`config.mk`:
```
export PLATFORM = sky130hd
export DESIGN_NAME = pin_level_sense_latch
export DESIGN_NICKNAME = d
export VERILOG_FILES = /design/src/include/pin_sense_pkg.sv /design/src/hdl/pin_level_sense_latch.sv
export SDC_FILE = /design/constraint.sdc
export NUM_CORES = 2
export LEC_CHECK = 0
export ABC_AREA = 1
export BUFFER_PORTS_ARGS = -buffer_cell sky130_fd_sc_hd__buf_2
export CORE_MARGIN = 2
export CORE_UTILIZATION = 60
export DETAILED_ROUTE_END_ITERATION = 10
export GPL_ROUTABILITY_DRIVEN = 0
export PLACE_DENSITY_LB_ADDON = 0.1
export SYNTH_ARGS = -nofsm -noshare
export SYNTH_HDL_FRONTEND = slang
export SYNTH_SLANG_ARGS = --single-unit
```
`constraint.sdc`:
```
create_clock -name CLK -period 37.5 [get_ports CLK]
set_input_delay 1.875 -clock CLK [delete_from_list [all_inputs] [get_ports CLK]]
set_output_delay 1.875 -clock CLK [all_outputs]
set_load 0.1 [all_outputs]
```
`src/include/pin_sense_pkg.sv`:
```
package pin_sense_pkg;

  // ****************************************************************
  // geometry
  // ****************************************************************
  localparam int NUM_PINS = 32;
  localparam int ADDR_W   = 12;
  localparam int DATA_W   = 32;

  // ****************************************************************
  // register byte offsets
  // ****************************************************************
  localparam logic [ADDR_W-1:0] OFS_OUT         = 12'h504;
  localparam logic [ADDR_W-1:0] OFS_OUTSET      = 12'h508;
  localparam logic [ADDR_W-1:0] OFS_OUTCLR      = 12'h50c;
  localparam logic [ADDR_W-1:0] OFS_IN          = 12'h510;
  localparam logic [ADDR_W-1:0] OFS_DIR         = 12'h514;
  localparam logic [ADDR_W-1:0] OFS_DIRSET      = 12'h518;
  localparam logic [ADDR_W-1:0] OFS_DIRCLR      = 12'h51c;
  localparam logic [ADDR_W-1:0] OFS_MATCH_LATCH = 12'h520;
  localparam logic [ADDR_W-1:0] OFS_MATCH_SRC   = 12'h524;
  localparam logic [ADDR_W-1:0] OFS_PIN_SETUP   = 12'h700;
  // pin_setup[n] sits at OFS_PIN_SETUP + 4*n; top bits select the block
  localparam logic [4:0]        PIN_SETUP_BLOCK = 5'h0e;

  // ****************************************************************
  // pin_setup field positions
  // ****************************************************************
  localparam int FLD_DIR      = 0;
  localparam int FLD_DISC     = 1;
  localparam int FLD_PULL_LO  = 2;
  localparam int FLD_ANALOG   = 4;
  localparam int FLD_DRIVE_LO = 8;
  localparam int FLD_SENSE_LO = 16;

  localparam logic [1:0] SENSE_OFF  = 2'h0;
  localparam logic [1:0] SENSE_HIGH = 2'h2;
  localparam logic [1:0] SENSE_LOW  = 2'h3;
  localparam logic [1:0] PULL_DOWN  = 2'h1;
  localparam logic [1:0] PULL_UP    = 2'h3;

  // ****************************************************************
  // reset values
  // ****************************************************************
  localparam logic [DATA_W-1:0] RST_OUT       = 32'h0000_0000;
  localparam logic [DATA_W-1:0] RST_DIR       = 32'h0000_0000;
  localparam logic [DATA_W-1:0] RST_PIN_SETUP = 32'h0000_0002;

  typedef enum logic {SRC_MERGED, SRC_LATCHED} match_src_e;

  typedef struct packed {
    logic [1:0] sense;
    logic [2:0] drive;
    logic       analog;
    logic [1:0] pull;
    logic       disc;
    logic       dir;
  } pin_setup_s;

endpackage

```
`src/hdl/pin_level_sense_latch.sv`:
```
// Design decisions made here: register access over APB and the register offsets.
`timescale 1ns/1ns
// Summary of operation
// RL1: up to 32 pins, each configured separately
// RL2: setup holds dir, drive, pulls, sense, disconnect, analog
// RL3: sense selects high or low level
// RL4: each pin raises its own match flag
// RL5: merged flags form the port match signal
// RL6: sensing works in active and off states
// RL7: already-true condition raises match at once
// RL8: port event only if match was low
// RL9: software parks pin at non-matching level first
// RL10: port match acts as wake source
// RL11: pin match sets same-position sticky bit
// RL12: clear ignored while match flag high
// RL13: sticky bit clears only by writing one
// RL14: latched match high while any bit set
// RL15: clear leaving bits set gives fresh edge
// RL16: sticky register readable in every mode
// RL17: selector picks merged or latched source
// RL18: disconnected buffer hides pin from input, sense
// RL19: peripherals override output, config; read input
// RL20: pin setup kept across low-power states
// RL21: pin inputs pass two-stage synchroniser
module pin_level_sense_latch
  import pin_sense_pkg::*;
#(
  parameter int PIN_COUNT = pin_sense_pkg::NUM_PINS
) (
  input  wire logic                                   CLK,
  input  wire logic                                   RST,
  input  wire logic                                   PSEL,
  input  wire logic                                   PENABLE,
  input  wire logic                                   PWRITE,
  input  wire logic [pin_sense_pkg::ADDR_W-1:0]       PADDR,
  input  wire logic [pin_sense_pkg::DATA_W-1:0]       PWDATA,
  input  wire logic [3:0]                             PSTRB,
  output logic      [pin_sense_pkg::DATA_W-1:0]       PRDATA,
  output logic                                        PREADY,
  output logic                                        PSLVERR,
  input  wire logic [PIN_COUNT-1:0]                   PIN_IN,
  output logic      [PIN_COUNT-1:0]                   PIN_OUT,
  output logic      [PIN_COUNT-1:0]                   PIN_OE_N,
  output logic      [PIN_COUNT-1:0]                   PIN_PULLUP_EN,
  output logic      [PIN_COUNT-1:0]                   PIN_PULLDOWN_EN,
  output logic      [PIN_COUNT-1:0][2:0]              PIN_DRIVE,
  output logic      [PIN_COUNT-1:0]                   PIN_BUF_DISC,
  output logic      [PIN_COUNT-1:0]                   PIN_ANALOG_EN,
  input  wire logic [PIN_COUNT-1:0]                   OVR_EN,
  input  wire logic [PIN_COUNT-1:0]                   OVR_OUT,
  input  wire logic [PIN_COUNT-1:0]                   OVR_DIR,
  input  wire logic [PIN_COUNT-1:0]                   OVR_ANALOG,
  output logic      [PIN_COUNT-1:0]                   PERIPH_IN,
  input  wire logic                                   SYS_OFF,
  output logic                                        PORT_MATCH,
  output logic                                        PORT_EVENT,
  output logic                                        WAKE_REQ
);

  // ****************************************************************
  // helpers
  // ****************************************************************
  function automatic pin_setup_s setup_from_word(input logic [DATA_W-1:0] w);
    pin_setup_s s;
    s.dir    = w[FLD_DIR];
    s.disc   = w[FLD_DISC];
    s.pull   = w[FLD_PULL_LO +: 2];
    s.analog = w[FLD_ANALOG];
    s.drive  = w[FLD_DRIVE_LO +: 3];
    s.sense  = w[FLD_SENSE_LO +: 2];
    return s;
  endfunction

  function automatic logic [DATA_W-1:0] setup_to_word(input pin_setup_s s);
    logic [DATA_W-1:0] w;
    w                    = '0;
    w[FLD_DIR]           = s.dir;
    w[FLD_DISC]          = s.disc;
    w[FLD_PULL_LO +: 2]  = s.pull;
    w[FLD_ANALOG]        = s.analog;
    w[FLD_DRIVE_LO +: 3] = s.drive;
    w[FLD_SENSE_LO +: 2] = s.sense;
    return w;
  endfunction

  // partial words keep the lanes whose strobe is low
  function automatic logic [DATA_W-1:0] merge_lanes(input logic [DATA_W-1:0] old_w,
                                                    input logic [DATA_W-1:0] new_w,
                                                    input logic [3:0]        strb);
    logic [DATA_W-1:0] m;
    m = {{8{strb[3]}}, {8{strb[2]}}, {8{strb[1]}}, {8{strb[0]}}};
    return (old_w & ~m) | (new_w & m);
  endfunction

  // ****************************************************************
  // state
  // ****************************************************************
  pin_setup_s             setup_q [PIN_COUNT];
  logic [PIN_COUNT-1:0]   out_q;
  logic [PIN_COUNT-1:0]   dir_q;
  logic [PIN_COUNT-1:0]   latch_q;
  logic [PIN_COUNT-1:0]   latch_d;
  match_src_e             src_q;
  logic                   clr_seen_q;
  logic                   latched_match_signal_q;
  logic [PIN_COUNT-1:0]   pin_meta_q;
  logic [PIN_COUNT-1:0]   pin_sync_q;
  logic                   ready_q;
  logic [DATA_W-1:0]      prdata_q;
  logic                   pslverr_q;

  logic [PIN_COUNT-1:0]   connected;
  logic [PIN_COUNT-1:0]   det;
  logic [PIN_COUNT-1:0]   latch_clr;
  logic                   merged;
  logic                   port_match_d;
  logic                   acc_start;
  logic                   acc_done;
  logic                   wr_done;
  logic                   setup_hit;
  logic [4:0]             setup_idx;
  logic                   reg_hit;
  logic [DATA_W-1:0]      rd_word;

  // ****************************************************************
  // input synchroniser
  // ****************************************************************
  always_ff @(posedge CLK or posedge RST) begin
    if (RST) begin
      pin_meta_q <= '0;
      pin_sync_q <= '0;
    end else begin
      pin_meta_q <= PIN_IN;     // RL21
      pin_sync_q <= pin_meta_q; // RL21
    end
  end

  // ****************************************************************
  // level sense
  // ****************************************************************
  // sensing ignores SYS_OFF on purpose: it must keep running while off
  always_comb begin
    det    = '0;
    merged = 1'b0;
    for (int i = 0; i < PIN_COUNT; i++) begin
      connected[i] = ~setup_q[i].disc | OVR_EN[i]; // RL18 RL19
      case (setup_q[i].sense)
        SENSE_HIGH: det[i] = connected[i] & pin_sync_q[i];  // RL3 RL4 RL18
        SENSE_LOW:  det[i] = connected[i] & ~pin_sync_q[i]; // RL3 RL4 RL18
        default:    det[i] = 1'b0;
      endcase
    end
    merged = |det; // RL5 RL6
  end

  // ****************************************************************
  // bus decode
  // ****************************************************************
  // two-cycle access: pready rises in the second access cycle
  assign acc_start = PSEL & PENABLE & ~ready_q;
  assign acc_done  = PSEL & PENABLE & ready_q;
  assign wr_done   = acc_done & PWRITE & ~pslverr_q;
  assign setup_idx = PADDR[6:2];
  assign setup_hit = (PADDR[ADDR_W-1:7] == PIN_SETUP_BLOCK) && (PADDR[1:0] == 2'b00)
                     && (32'(setup_idx) < PIN_COUNT);

  always_comb begin
    rd_word = '0;
    reg_hit = 1'b1;
    if (setup_hit) begin
      rd_word = setup_to_word(setup_q[setup_idx]);
    end else begin
      case (PADDR)
        OFS_OUT, OFS_OUTSET, OFS_OUTCLR: rd_word = 32'(out_q);
        OFS_IN:          rd_word = 32'(pin_sync_q & connected); // RL18
        OFS_DIR, OFS_DIRSET, OFS_DIRCLR: rd_word = 32'(dir_q);
        OFS_MATCH_LATCH: rd_word = 32'(latch_q);                // RL16
        OFS_MATCH_SRC:   rd_word = 32'(src_q);
        default:         reg_hit = 1'b0;
      endcase
    end
  end

  always_ff @(posedge CLK or posedge RST) begin
    if (RST) begin
      ready_q   <= 1'b0;
      prdata_q  <= '0;
      pslverr_q <= 1'b0;
    end else begin
      ready_q <= acc_start;
      if (acc_start) begin
        prdata_q  <= PWRITE ? '0 : rd_word;
        pslverr_q <= ~reg_hit;
      end else begin
        prdata_q  <= '0;
        pslverr_q <= 1'b0;
      end
    end
  end

  // ****************************************************************
  // output and direction registers
  // ****************************************************************
  always_ff @(posedge CLK or posedge RST) begin
    if (RST) begin
      out_q <= PIN_COUNT'(RST_OUT);
    end else if (wr_done) begin
      case (PADDR)
        OFS_OUT:    out_q <= PIN_COUNT'(merge_lanes(32'(out_q), PWDATA, PSTRB));
        OFS_OUTSET: out_q <= out_q | PIN_COUNT'(merge_lanes('0, PWDATA, PSTRB));
        OFS_OUTCLR: out_q <= out_q & ~PIN_COUNT'(merge_lanes('0, PWDATA, PSTRB));
        default:    out_q <= out_q;
      endcase
    end
  end

  always_ff @(posedge CLK or posedge RST) begin
    if (RST) begin
      dir_q <= PIN_COUNT'(RST_DIR);
    end else if (wr_done) begin
      if (setup_hit) begin
        dir_q[setup_idx] <= PSTRB[0] ? PWDATA[FLD_DIR] : dir_q[setup_idx];
      end else begin
        case (PADDR)
          OFS_DIR:    dir_q <= PIN_COUNT'(merge_lanes(32'(dir_q), PWDATA, PSTRB));
          OFS_DIRSET: dir_q <= dir_q | PIN_COUNT'(merge_lanes('0, PWDATA, PSTRB));
          OFS_DIRCLR: dir_q <= dir_q & ~PIN_COUNT'(merge_lanes('0, PWDATA, PSTRB));
          default:    dir_q <= dir_q;
        endcase
      end
    end
  end

  // ****************************************************************
  // pin setup
  // ****************************************************************
  // only RST resets the setup, loading RST_PIN_SETUP; power states leave it untouched
  always_ff @(posedge CLK or posedge RST) begin
    if (RST) begin
      for (int i = 0; i < PIN_COUNT; i++) begin
        setup_q[i] <= setup_from_word(RST_PIN_SETUP); // RL1 RL20
      end
    end else begin
      for (int i = 0; i < PIN_COUNT; i++) begin
        if (wr_done && setup_hit && (32'(setup_idx) == i)) begin
          setup_q[i] <= setup_from_word(merge_lanes(setup_to_word(setup_q[i]),
                                                    PWDATA, PSTRB)); // RL2
        end else if (wr_done && (PADDR == OFS_DIR || PADDR == OFS_DIRSET
                                 || PADDR == OFS_DIRCLR)) begin
          setup_q[i].dir <= dir_d_bit(i);
        end
      end
    end
  end

  // direction is shared between the port-wide and per-pin views
  function automatic logic dir_d_bit(input int i);
    logic [DATA_W-1:0] w;
    logic [DATA_W-1:0] f;
    logic              b;
    w = merge_lanes('0, PWDATA, PSTRB);
    f = merge_lanes(32'(dir_q), PWDATA, PSTRB);
    case (PADDR)
      OFS_DIR:    b = f[i];
      OFS_DIRSET: b = dir_q[i] | w[i];
      OFS_DIRCLR: b = dir_q[i] & ~w[i];
      default:    b = dir_q[i];
    endcase
    return b;
  endfunction

  // ****************************************************************
  // match source selector
  // ****************************************************************
  always_ff @(posedge CLK or posedge RST) begin
    if (RST) begin
      src_q <= SRC_MERGED;
    end else if (wr_done && PADDR == OFS_MATCH_SRC && PSTRB[0]) begin
      src_q <= PWDATA[0] ? SRC_LATCHED : SRC_MERGED; // RL17
    end
  end

  // ****************************************************************
  // sticky match register
  // ****************************************************************
  always_comb begin
    latch_clr = '0;
    if (wr_done && PADDR == OFS_MATCH_LATCH) begin
      latch_clr = PIN_COUNT'(merge_lanes('0, PWDATA, PSTRB)); // RL13
    end
    // a live flag re-sets its bit, so set wins over a clear
    latch_d = (latch_q & ~latch_clr) | det; // RL11 RL12 RL13
  end

  always_ff @(posedge CLK or posedge RST) begin
    if (RST) begin
      latch_q <= '0;
    end else begin
      latch_q <= latch_d; // RL11
    end
  end

  // a clear that leaves bits standing drops the signal for one cycle
  always_ff @(posedge CLK or posedge RST) begin
    if (RST) begin
      clr_seen_q <= 1'b0;
      latched_match_signal_q  <= 1'b0;
    end else begin
      clr_seen_q <= wr_done && PADDR == OFS_MATCH_LATCH;  // RL15
      latched_match_signal_q  <= (|latch_q) & ~clr_seen_q;             // RL14 RL15
    end
  end

  // ****************************************************************
  // port match, event and wake
  // ****************************************************************
  assign port_match_d = (src_q == SRC_LATCHED) ? latched_match_signal_q : merged; // RL17 RL5 RL7

  always_ff @(posedge CLK or posedge RST) begin
    if (RST) begin
      PORT_MATCH <= 1'b0;
      PORT_EVENT <= 1'b0;
      WAKE_REQ   <= 1'b0;
    end else begin
      PORT_MATCH <= port_match_d;                // RL7
      PORT_EVENT <= port_match_d & ~PORT_MATCH;  // RL8
      WAKE_REQ   <= port_match_d & SYS_OFF;      // RL10 RL6
    end
  end

  // ****************************************************************
  // pad control
  // ****************************************************************
  always_ff @(posedge CLK or posedge RST) begin
    if (RST) begin
      PIN_OUT         <= '0;
      PIN_OE_N        <= '1;
      PIN_PULLUP_EN   <= '0;
      PIN_PULLDOWN_EN <= '0;
      PIN_DRIVE       <= '0;
      PIN_BUF_DISC    <= '1;
      PIN_ANALOG_EN   <= '0;
      PERIPH_IN       <= '0;
    end else begin
      for (int i = 0; i < PIN_COUNT; i++) begin
        PIN_OUT[i]         <= OVR_EN[i] ? OVR_OUT[i] : out_q[i];        // RL19
        PIN_OE_N[i]        <= ~(OVR_EN[i] ? OVR_DIR[i] : dir_q[i]);     // RL19
        PIN_PULLUP_EN[i]   <= setup_q[i].pull == PULL_UP;
        PIN_PULLDOWN_EN[i] <= setup_q[i].pull == PULL_DOWN;
        PIN_DRIVE[i]       <= setup_q[i].drive;
        PIN_BUF_DISC[i]    <= ~connected[i];                            // RL18
        PIN_ANALOG_EN[i]   <= OVR_EN[i] ? OVR_ANALOG[i] : setup_q[i].analog; // RL19
        PERIPH_IN[i]       <= pin_sync_q[i] & connected[i];             // RL19
      end
    end
  end

  assign PRDATA  = prdata_q;
  assign PREADY  = ready_q;
  assign PSLVERR = pslverr_q;

endmodule

```
=== Word level (Yosys, flattened, before mapping) ===
Index checks and enable logic that the tools add are counted.

* Register bits: 840
* Input port bits: 214
* Output and inout port bits: 357

* Order comparisons: 3
* Equality and inequality tests: 169
* Multiplexer cells: 246
* Bitwise logic cells: 413
* Reductions and logical operators: 84

{| class="wikitable"
|+ Operators by type and width
! kind !! number
|-
| bitwise AND 18 bit || 32
|-
| OR 18 bit || 32
|-
| bitwise AND 32 bit || 7
|-
| == test 2 bit, second input constant || 96
|-
| case mux 32 bit (3 select lines) || 2
|-
| 2-to-1 mux 1 bit || 168
|-
| NOT 1 bit || 165
|-
| 2-to-1 mux 32 bit || 5
|-
| OR 32 bit || 5
|-
| case mux 32 bit (5 select lines) || 1
|-
| == test 12 x 11 -> 1 bit, second input constant || 9
|-
| bitwise AND 1 bit || 104
|-
| NOT 32 bit || 3
|-
| case mux 1 bit (3 select lines) || 32
|-
| == test 5 bit, second input constant || 16
|-
| == test 2 x 1 -> 1 bit, second input constant || 32
|-
| OR 1 bit || 64
|-
| case mux 1 bit (2 select lines) || 32
|-
| nonzero test 2 bit || 32
|-
| OR reduction 32 bit || 2
|-
| binary-select mux 10 bit (select 5 bit) || 1
|-
| == test 5 x 4 -> 1 bit, second input constant || 9
|-
| logical AND 1 bit || 39
|-
| bitwise mux 32 bit || 1
|-
| 18 further kinds || 26
|}

=== Longest topological paths before layout ===
* Depth in word-level cells: 9
* Gate-level depth with buffers: 16
* Depth with buffers taken out: 13

=== Worst setup path after synthesis ===
OpenSTA, ideal clock, no wires.

* Path kind: input to register
* Start point: in PADDR[1] (netlist name)
* End point: reg with a tool-made name
* Setup time: 0.121 ns
* Arrival: 3.227 ns
* Required time: 37.379 ns
* Slack: 34.152 ns
* Stages: 11
* Path buffers: 1
* Cells stage by stage: nor2_2 > nand3_1 > nor2_2 > inv_2 > buf_2 > nor2_1 > nand2_1 > nor2_1 > nor3b_1 > a21oi_1 > nand2_1

{| class="wikitable"
|+ RTL lines
! what !! line !! RTL
|-
| start, declared || pin_level_sense_latch.sv:35 || <nowiki>input wire logic [pin_sense_pkg::ADDR_W-1:0] PADDR,</nowiki>
|}

==> run_results.csv <==
group,metric,value,unit
worst_setup_path,critical_path_required,38030,ps
placement,post-dp-hpwl,89710,µm
synthesis,syn_area,35410,µm²
synthesis,syn-num-nets,4183,
floorplanning,design.die.area,60970,µm²
hold_path,hold_depth,0,
worst_setup_path,slowest_delay,700,ps
route,via_count,32760,
worst_setup_path,cp_top_family,"simple AND/OR/NAND/NOR gates",
final_layout,fin_area,41750,µm²
grt,grt_overflow,0,
floorplanning,core,58690,µm²
worst_setup_path,path_max_fanout,44,
synthesis,async_flop_share,1.000,
timing,tns,0,ps
worst_setup_path,critical_path_arrival,5710,ps
grt,groute.layer.met3.usage,0.09627,
grt,grt_pass1_vias,30630,
synthesis,syn_inst,3969,
grt,grt_usage,0.4245,
hold_path,min_path_type,"flop to flop",
worst_setup_path,cp-start-kind,"primary input",
grt,gr-usage-met1,0.5701,
timing,fmax,193.2,MHz
timing,setup_viol,0,
grt,grt_use_met2,0.6346,
grt,grt_pass1_wl,191300,µm
clock_network,cts_buffers,84,
hold_path,min_to,"pin_sync_q[6]$_DFF_PP0_",
floorplanning,die_w,246.9,µm
timing,tightest_slew,1161,ps
route,drt_wl_total,129800,µm
synthesis,synth-main-ff-cell,"dfrtp_1",
synthesis,yosysMostFrequentCell,"nand2_1",
clock_network,path_clk_slew,60,ps
grt,antenna_found_initial,13,
synthesis,yosys.area.top_type,"dfrtp_1",
floorplanning,initial_core_util,0.6034,
route,vias_per_cell,6.126,
synthesis,synth-edff-count,0,
status,status,"finished, final reports clean",
grt,grt_max_degree,165,
floorplanning,row_count,89,
clock_network,hold_buffers,0,
final_layout,postLayoutCoreUtil,0.7114,
synthesis,synth.ff_latch_count,840,
grt,busiest_layer,"met2",
synthesis,yosysUniqueCellTypes,41,
job,maxCapViolCount,0,
timing,clock_skew,25.86,ps
pwr,p_leak,0.02127,µW
timing,relSlewSlack,0.2251,
final_layout,finalNonFillerCells,5347,
placement,dp_cells,5183,
clock_network,cts_tree,"done",
worst_setup_path,cp-startpoint,"PADDR[4]",
final_layout,drive_above_1_share,0.1970,
synthesis,synthTopCellsByArea,"dfrtp_1 53%, nand2_1 9.3%, dfstp_2 7.1%",
route,drtIter0Drc,4956,
clock_network,post_cts_buffers,0,
timing,rsz0062_at_grt,"no",
synthesis,synth-warning-count,0,
final_layout,nets,4710,
timing,maxSlewViolCount,0,
synthesis,synth_top_cells_by_count,"873 x nand2_1, 744 x dfrtp_1, 496 x o21ai_0, 437 x nor2_1, 398 x inv_1",
worst_setup_path,path_class,"primary input to flop",
route,wl_per_cell,24.28,µm
timing,fin_crit,5177,ps
route,drc,0,
worst_setup_path,cp_num_buf_inv,5,
clock_network,cts_buffer_depth,3,
clock_network,cts-htree-levels,3,
route,dr.pass1.iters,7,
worst_setup_path,r2r-start,"PREADY$_DFF_PP0_",
clock_network,insertion_delay,660,ps
worst_setup_path,crit_path_end_kind,"flop",
worst_setup_path,r2r_cells,9,
worst_setup_path,cp_slowest_cell,"nor2_4",
final_layout,flow.area_growth_from_synthesis,17.91,%
synthesis,seq_area_frac_synth,0.5971,
timing,hold_viol,0,
synthesis,synth_top_area_frac,0.5258,
worst_setup_path,crit_chain,"buf_2, inv_1, nor2_4, nand3_1, inv_2, o211ai_4, buf_4, nor2_4, buf_4, a21oi_1, a21oi_1, nand2_1",
floorplanning,die_h,246.9,µm
clock_network,cts_root_buffer,"clkbuf_16",
pwr,vdd_ir_drop_max,0.04310,mV
floorplanning,pin_count,571,
synthesis,syn_area_per_cell,8.921,µm²
pwr,p_per_area,47.60,nW/µm²
hold_path,hp-start,"pin_meta_q[6]$_DFF_PP0_",
placement,port_buffers,570,
clock_network,postCtsResizedCells,0,
route,drtAntennaViolNets,0,
timing,finalCritPeriodShare,0.1381,
worst_setup_path,rrSetupSlack,34490,ps
placement,placed_area,38880,µm²
clock_network,cts.sinks,840,
layout make-up:
type                       count  area (µm²)
antenna                        6       15.01
clock buffer                 123        2399
clock inverter                35       454.2
fill                        4587       16940
inverter                     407        1535
multi-input combinational   2550       12050
sequential                   840       21140
tap                          773       967.2
timing repair buffer         613        3188
worst max-delay path by stage:
stage | endpoint | cells after the start
final | flop | 12
after detailed placement | flop | 12
after global placement | dir_q[14]$_DFFE_PP0P_ | 12
after global routing | dir_q[15]$_DFFE_PP0P_ | 12
after floorplan | PERIPH_IN[0]$_DFF_PP0_ | 1
after CTS | flop | 12
per-layer routing:
metal / vias to the layer above / part of all wire
met1: 15580 / 0.36
met3: 488 / 0.12
li1: 14220 / -
met5: - / 0.00082
met2: 2452 / 0.45
met4: 18 / 0.071
layout by cell type (no fill, tap or decap), types with 32 or more instances in the layout:
master and instances:
a211o_1 32, a21oi_1 156, buf_2 570, buf_4 42, clkbuf_16 84, dfrtp_1 744, dfstp_2 96, inv_1 397
nand2_1 868, nand3_1 77, nand4_1 35, nor2_1 435, o21ai_0 496, o22ai_1 266
where the power goes:
| part | internal, µW | leakage, µW | switching (µW) |
|---|---|---|---|
| clock | 503 | 0.00140 | 370 |
| combinational | 31.1 | 0.00963 | 155 |
| sequential | 922 | 0.0102 | 5.64 |
| total | 1460 | 0.0213 | 531 |
logic make-up (layout without fill, tap and decap cells):
| logic type | Yosys count | count (layout) | synth area share |
|---|---|---|---|
| xor+xnor | 8 | 8 | 0.001979 |
| flops | 840 | 840 | 0.5971 |
| other cells | 0 | 6 | 0 |
| compound gates | 1029 | 1029 | 0.1635 |
| buf+inv | 579 | 1178 | 0.06417 |
| simple gates | 1513 | 1513 | 0.1733 |
stage by stage:
step / total power, µW / setup WS [ps] / hold slack, ps
after detailed placement: 1126 / 31850 / 334.7
after global placement: 1124 / 32030 / 332.4
after CTS: 1985 / 32530 / 347.4
after global routing: 2039 / 32220 / 354.3
after floorplan: 1071 / 12180 / 331.2
final: 1987 / 32320 / 346.3
Note: power is estimated with default switching activity, not from simulation.
